### src/core/fsc_regs.vh
// Register offsets, field positions and reset values for the fault status capture block
`ifndef FSC_REGS_VH
`define FSC_REGS_VH
`define FSC_OFF_STATUS 12'h000
`define FSC_OFF_BFAR 12'h004
`define FSC_OFF_MMFAR 12'h008
`define FSC_OFF_PEND 12'h00c
`define FSC_OFF_IRQ_STAT 12'h010
`define FSC_OFF_IRQ_MASK 12'h014
`define FSC_OFF_PRIO 12'h018
`define FSC_BIT_STKVIO 4
`define FSC_BIT_MMAV 7
`define FSC_BIT_INSTR_ERR 8
`define FSC_BIT_PRECISE 9
`define FSC_BIT_IMPRECISE 10
`define FSC_STATUS_MASK 16'h0790
`define FSC_STATUS_RST 16'h0000
`define FSC_ADDR_RST 32'h00000000
`define FSC_PRIO_RST 8'h00
`define FSC_MASK_RST 4'h0
`define FSC_IRQ_IMPRECISE 0
`define FSC_IRQ_PRECISE 1
`define FSC_IRQ_INSTR_ERR 2
`define FSC_IRQ_STKVIO 3
`endif

### src/core/fsc_addr_store.v
// Two-word fault address store with registered read port
`timescale 1ns/1ps
`default_nettype none
module fsc_addr_store (
  input wire pclk,
  input wire presetn,
  input wire en,
  input wire we0,
  input wire [31:0] wd0,
  input wire we1,
  input wire [31:0] wd1,
  input wire rsel,
  output reg [31:0] rdata
);
  reg [31:0] word0_r;
  reg [31:0] word1_r;
  always @(posedge pclk or negedge presetn) begin
    if (!presetn) begin
      word0_r <= 32'h00000000;
      word1_r <= 32'h00000000;
      rdata <= 32'h00000000;
    end else if (en) begin
      if (we0) begin
        word0_r <= wd0;
      end
      if (we1) begin
        word1_r <= wd1;
      end
      rdata <= rsel ? word1_r : word0_r;
    end
  end
endmodule
`default_nettype wire

### src/core/fsc_fault_status.v
// Fault status capture: sticky fault flags, fault addresses, deferred imprecise fault, APB slave
`timescale 1ns/1ps
`default_nettype none
`include "fsc_regs.vh"
// Notes on behaviour
// - Imprecise data bus error sets bit 10.
// - Imprecise error never loads the bus fault address.
// - Imprecise fault waits pending until priority falls below bus fault priority.
// - A precise fault before imprecise handler entry leaves both flags set.
// - Precise data bus error sets bit 9.
// - Precise data bus error loads the faulting address.
// - Instruction bus error sets bit 8 on issue only, no address captured.
// - Bit 7 shows the memory fault address is valid.
// - Bits 6:5 are reserved, read-only zero.
// - Stacking violation sets bit 4, no memory fault address captured.
// - Flags reset to 0, cleared only by writing 1.
module fsc_fault_status (
  input wire pclk,
  input wire presetn,
  input wire clk_en,
  input wire psel,
  input wire penable,
  input wire pwrite,
  input wire [11:0] paddr,
  input wire [31:0] pwdata,
  output reg [31:0] prdata,
  output reg pready,
  output reg pslverr,
  input wire dbus_err_imprecise,
  input wire dbus_err_precise,
  input wire [31:0] dbus_err_addr,
  input wire instr_bus_err_flag_err_issue,
  input wire mem_fault,
  input wire [31:0] mem_fault_addr,
  input wire stack_violation,
  input wire [7:0] cur_priority,
  output reg bus_fault_activate,
  output reg imprecise_pending,
  output reg irq
);
  reg [15:0] status_r;
  reg [15:0] status_nxt;
  reg pend_r;
  reg [3:0] istat_r;
  reg [3:0] istat_nxt;
  reg [3:0] imask_r;
  reg [7:0] prio_r;
  wire [31:0] addr_rdata;
  wire setup = psel && !penable;
  wire acc = psel && penable && pready;
  wire wr_acc = acc && pwrite;
  // Higher priority means numerically lower level
  wire may_activate = cur_priority > prio_r;

  function known;
    input [11:0] a;
    begin
      known = (a == `FSC_OFF_STATUS) || (a == `FSC_OFF_BFAR) || (a == `FSC_OFF_MMFAR) ||
              (a == `FSC_OFF_PEND) || (a == `FSC_OFF_IRQ_STAT) || (a == `FSC_OFF_IRQ_MASK) ||
              (a == `FSC_OFF_PRIO);
    end
  endfunction

  fsc_addr_store u_store (
    .pclk(pclk),
    .presetn(presetn),
    .en(clk_en),
    .we0(dbus_err_precise),
    .wd0(dbus_err_addr),
    .we1(mem_fault && !stack_violation),
    .wd1(mem_fault_addr),
    .rsel(paddr == `FSC_OFF_MMFAR),
    .rdata(addr_rdata)
  );

  // Set beats clear; write 0 leaves flags alone
  always @* begin
    status_nxt = status_r;
    if (wr_acc && paddr == `FSC_OFF_STATUS) begin
      status_nxt = status_r & ~(pwdata[15:0] & `FSC_STATUS_MASK);
    end
    if (dbus_err_imprecise) begin
      status_nxt[`FSC_BIT_IMPRECISE] = 1'b1;
    end
    if (dbus_err_precise) begin
      status_nxt[`FSC_BIT_PRECISE] = 1'b1;
    end
    if (instr_bus_err_flag_err_issue) begin
      status_nxt[`FSC_BIT_INSTR_ERR] = 1'b1;
    end
    if (mem_fault && !stack_violation) begin
      status_nxt[`FSC_BIT_MMAV] = 1'b1;
    end
    if (stack_violation) begin
      status_nxt[`FSC_BIT_STKVIO] = 1'b1;
    end
    status_nxt = status_nxt & `FSC_STATUS_MASK;
  end

  always @* begin
    istat_nxt = istat_r;
    if (wr_acc && paddr == `FSC_OFF_IRQ_STAT) begin
      istat_nxt = istat_r & ~pwdata[3:0];
    end
    if (dbus_err_imprecise) begin
      istat_nxt[`FSC_IRQ_IMPRECISE] = 1'b1;
    end
    if (dbus_err_precise) begin
      istat_nxt[`FSC_IRQ_PRECISE] = 1'b1;
    end
    if (instr_bus_err_flag_err_issue) begin
      istat_nxt[`FSC_IRQ_INSTR_ERR] = 1'b1;
    end
    if (stack_violation) begin
      istat_nxt[`FSC_IRQ_STKVIO] = 1'b1;
    end
  end

  always @(posedge pclk or negedge presetn) begin
    if (!presetn) begin
      status_r <= `FSC_STATUS_RST;
      pend_r <= 1'b0;
      istat_r <= `FSC_MASK_RST;
      imask_r <= `FSC_MASK_RST;
      prio_r <= `FSC_PRIO_RST;
      bus_fault_activate <= 1'b0;
      imprecise_pending <= 1'b0;
      irq <= 1'b0;
    end else if (clk_en) begin
      status_r <= status_nxt;
      istat_r <= istat_nxt;
      irq <= |(istat_nxt & imask_r);
      if (wr_acc && paddr == `FSC_OFF_IRQ_MASK) begin
        imask_r <= pwdata[3:0];
      end
      if (wr_acc && paddr == `FSC_OFF_PRIO) begin
        prio_r <= pwdata[7:0];
      end
      // Deferred activation of imprecise fault
      bus_fault_activate <= 1'b0;
      if ((dbus_err_imprecise || pend_r) && may_activate) begin
        pend_r <= 1'b0;
        bus_fault_activate <= 1'b1;
        imprecise_pending <= 1'b0;
      end else if (dbus_err_imprecise) begin
        pend_r <= 1'b1;
        imprecise_pending <= 1'b1;
      end
    end
  end

  // APB: one wait state for all accesses, fault address reads from the store register
  always @(posedge pclk or negedge presetn) begin
    if (!presetn) begin
      prdata <= 32'h00000000;
      pready <= 1'b0;
      pslverr <= 1'b0;
    end else if (clk_en) begin
      pready <= 1'b0;
      pslverr <= 1'b0;
      if (psel && penable && !pready) begin
        pready <= 1'b1;
        pslverr <= !known(paddr);
        prdata <= 32'h00000000;
        if (!pwrite) begin
          case (paddr)
            `FSC_OFF_STATUS: prdata <= {16'h0000, status_r};
            `FSC_OFF_BFAR: prdata <= addr_rdata;
            `FSC_OFF_MMFAR: prdata <= addr_rdata;
            `FSC_OFF_PEND: prdata <= {31'h00000000, pend_r};
            `FSC_OFF_IRQ_STAT: prdata <= {28'h0000000, istat_r};
            `FSC_OFF_IRQ_MASK: prdata <= {28'h0000000, imask_r};
            `FSC_OFF_PRIO: prdata <= {24'h000000, prio_r};
            default: prdata <= 32'h00000000;
          endcase
        end
      end
    end
  end
endmodule
`default_nettype wire

### config.mk
export PLATFORM = sky130hd
export DESIGN_NAME = fsc_fault_status
export DESIGN_NICKNAME = d
export VERILOG_FILES = /design/src/core/fsc_addr_store.v /design/src/core/fsc_fault_status.v
export VERILOG_INCLUDE_DIRS = /design/src /design/src/core
export SDC_FILE = /design/constraint.sdc
export NUM_CORES = 1
export LEC_CHECK = 0
export ABC_AREA = 1
export CAP_MARGIN = 10
export CORE_MARGIN = 5
export CORE_UTILIZATION = 52
export CTS_BUF_LIST = sky130_fd_sc_hd__clkbuf_4 sky130_fd_sc_hd__clkbuf_8 sky130_fd_sc_hd__clkbuf_16
export DETAILED_ROUTE_END_ITERATION = 7
export DONT_BUFFER_PORTS = 1
export PLACE_DENSITY_LB_ADDON = 0.12
export SLEW_MARGIN = 15
export SYNTH_ARGS = -nofsm -noshare
export SYNTH_HDL_FRONTEND = slang
export SYNTH_SLANG_ARGS = --single-unit
### constraint.sdc
create_clock -name pclk -period 1.2 [get_ports pclk]
set_clock_uncertainty 0.05 [all_clocks]
set_input_delay 0.12 -clock pclk [delete_from_list [all_inputs] [get_ports pclk]]
set_output_delay 0.12 -clock pclk [all_outputs]
set_load 0.005 [all_outputs]
==> impl_metrics.env <==
export IMPL_hold_violations=172
export IMPL_crit_buf_inv=0
export IMPL_ant_nets=0
export IMPL_multi_input_area_um2=2800
export IMPL_grt_total_usage_pct=23.7
export IMPL_fmax_mhz=703
export IMPL_cts_sinks=154
export IMPL_clk_pin_slew_ns=0.06
export IMPL_setup_tns_ns=-6.94
export IMPL_required_ns=1.46
export IMPL_avgRoutedWirePerCell_um=18.4
export IMPL_finalSetupViolations=55
export IMPL_syn_inst=667
export IMPL_crit_path_end_kind="register"
export IMPL_topRoutingLayerUsed="met4"
export IMPL_final_common_cell="dfrtp_1"
export IMPL_cp_slowest_stage_delay_ns=0.41
export IMPL_synth_area_um2=6690
export IMPL_period_share_pct=119
export IMPL_cellLeakagePower_nw=4.10
export IMPL_cts_made_buffers=17
export IMPL_power_density_nw_per_um2=1330
export IMPL_tritoncts="done"
export IMPL_slew_violations=0
export IMPL_gp_congestion=0.916
export IMPL_finalPower_mw=11.9
export IMPL_cts_root_buffer="clkbuf_16"
export IMPL_die_h_um=123
export IMPL_cp_cell_sequence="nand2_2 > nor2_4 > nand4_1 > nand2_1 > nand2_2 > nand2_2 > nand3_2 > nor2_1 > nor2_1"
export IMPL_overflow=0
export IMPL_status="complete, but fails checks"
export IMPL_avgViaCountPerCell=5.54
export IMPL_syn_area_per_cell_um2=10.0
export IMPL_period_needed_ns=1.42
export IMPL_layout_setup_ws_ns=-0.222
export IMPL_ir_drop_mv=0.921
export IMPL_seq_area_um2=3850
export IMPL_first_pass_iters=4
export IMPL_final_cell_mix="dfrtp_1 (154), nand2_1 (99), dlygate4sd3_1 (80), a21oi_1 (70), mux2_2 (47)"
export IMPL_layout_drive_gt1_share_pct=26.7
export IMPL_nNetsFinal=919
export IMPL_antenna_found_initial=0
export IMPL_cts_htree_levels=4
export IMPL_pin_count=164
export IMPL_wl_mm=17.8
export IMPL_slew_headroom_pct=73.1
export IMPL_syn2layout_area_growth_pct=33.5
export IMPL_grt_start_max_net_pins=155
export IMPL_crit_path_max_fanout=4
export IMPL_port_buffers=0
export IMPL_fp_row_count=41
export IMPL_rsz0062_at_grt="true"
export IMPL_min_path_type="in -> async"
export IMPL_critPathMostFrequentCell="nand2_2"
export IMPL_instances_no_fill=965
export IMPL_start_util_pct=53.0
export IMPL_die_width_um=123
export IMPL_core_um2=12600
export IMPL_wl_met3_mm=1.39
export IMPL_maxCapViolations=0
export IMPL_grt_pass1_wl_mm=27.4
export IMPL_cpLargestDelayFamily="simple AND/OR/NAND/NOR gates"
export IMPL_worst_pin_slew_ns=0.403
export IMPL_ys_types=32
export IMPL_worst_setup_path_type="reg -> reg"
export IMPL_pre_cts_ws_ns=-0.269
export IMPL_crit_arrival_ns=1.68
export IMPL_place_inst=847
export IMPL_dieArea_um2=15200
export IMPL_synth_fp_nets=802
export IMPL_drt_iter0_markers=394
export IMPL_whs_ns=-0.652
export IMPL_clk_path_buf_depth=2
export IMPL_ys_warn_count=0
export IMPL_diodes=0
export IMPL_drc=0
export IMPL_fillers=972
export IMPL_dr_total_vias=5343
export IMPL_clkLatencyLatePin_ns=0.42
export IMPL_wl_met1_mm=7.32
export IMPL_dp_hpwl_mm=11.4
export IMPL_violations="negative hold slack, negative setup slack"
export IMPL_startpoint_type="register"
export IMPL_ys_ff_latch=154
export IMPL_wl_met2_mm=8.60
export IMPL_grt_pass1_vias=5510
export IMPL_cp_slowest_cell="dfrtp_1"
export IMPL_synth_seq_area_share_pct=57.6
## cells in the mapped netlist
| cell type | count | share of area (%) |
|---|---|---|
| o21ai_1 | 30 | 2.2 |
| nor3_2 | 2 | 0.30 |
| a22oi_1 | 5 | 0.56 |
| ha_1 | 8 | 1.5 |
| or2_1 | 1 | 0.094 |
| buf_6 | 2 | 0.34 |
| nor2_1 | 43 | 2.4 |
| dfrtp_1 | 154 | 58 |
| o2bb2ai_1 | 2 | 0.26 |
| nor2_4 | 2 | 0.34 |
| nand3_1 | 23 | 1.7 |
| inv_2 | 10 | 0.56 |
| nand2_1 | 127 | 7.1 |
| mux2_2 | 47 | 7.9 |
| buf_1 | 3 | 0.17 |
| o21ai_2 | 1 | 0.13 |
| a21oi_2 | 2 | 0.26 |
| buf_4 | 4 | 0.45 |
| a32o_1 | 21 | 3.1 |
| buf_2 | 14 | 1.0 |
| o22ai_1 | 3 | 0.28 |
| a21oi_1 | 72 | 5.4 |
| nor2_2 | 2 | 0.19 |
| nand2_2 | 4 | 0.37 |
| o21a_1 | 1 | 0.11 |
| o21ai_0 | 13 | 0.97 |
| o221ai_1 | 1 | 0.13 |
| inv_1 | 48 | 2.7 |
| nor3_1 | 3 | 0.22 |
| clkbuf_1 | 10 | 0.56 |
| nand4_1 | 7 | 0.65 |
| o211ai_1 | 2 | 0.22 |
## per-stage QoR
stage / instance area, µm² / util, %
floorplan: 6740 / -
global placement: 7150 / 56.7
detailed placement: 7150 / 56.7
CTS: 8640 / 68.5
global route: 8930 / 70.8
finish: 8930 / 70.8
## layer usage
layer	track usage [%]	up-vias
met1	29.9	2594
met5	0	-
met4	9.41	0
li1	-	2494
met3	7.14	41
met2	38.5	214
## sequential cells by signal, indices dropped and copies added (netlist names)
name / count
u_store.rdata: 32
istat_r: 4
u_store.word0_r: 32
irq: 1
pready: 1
status_r: 5
prdata: 32
prio_r: 8
pslverr: 1
bus_fault_activate: 1
u_store.word1_r: 32
pend_r: 1
imask_r: 4
## area by class of cell
class	count	area share (%)
sequential	154	43.1
clock buffer	21	5.17
tap	172	2.41
timing repair buffer	130	14.7
inverter	58	2.72
multi-input combinational	423	31.3
clock inverter	7	0.560
## worst paths after layout
path	from	end	slack [ns]	cells after the start
min in group pclk	clk_en	istat_r[2]	-0.25	1
min reg2reg	status_r[9]	status_r[9]	0.43	2
min	presetn	bus_fault_activate	-0.65	0
max in group asynchronous	presetn	irq	1.38	0
max	pready	irq	-0.22	9
max reg2reg	pready	irq	-0.22	9
## cell families (layout without fill, tap and decap cells)
group,Yosys count,count (layout),synth area share [%]
AO/OA/AOI/OAI,153,153,13.7
multiplexers,47,47,7.91
adder cells (fa/ha/maj),8,8,1.50
buffers and inverters,91,216,5.82
AND/OR/NAND/NOR,214,215,13.4
flip-flops,154,154,57.6
## where the power goes
part           leakage, nW  internal, mW  switching [mW]
clock network        0.247          2.71            1.99
logic                 2.00         0.667           0.525
registers             1.86          5.72           0.305
total                 4.10          9.10            2.82
## timing repair
| action | CTS | global route |
|---|---|---|
| endpoints found under the setup margin | 56 | 59 |
| endpoints found under the hold margin | 256 | 173 |
| hold buffers | 78 | 2 |
| resized for setup | 39 | 54 |
| pin swaps | 27 | 31 |
| gates cloned | 1 | 3 |
| setup buffers | 6 | 2 |
Note: power is estimated with default switching activity, not from simulation.
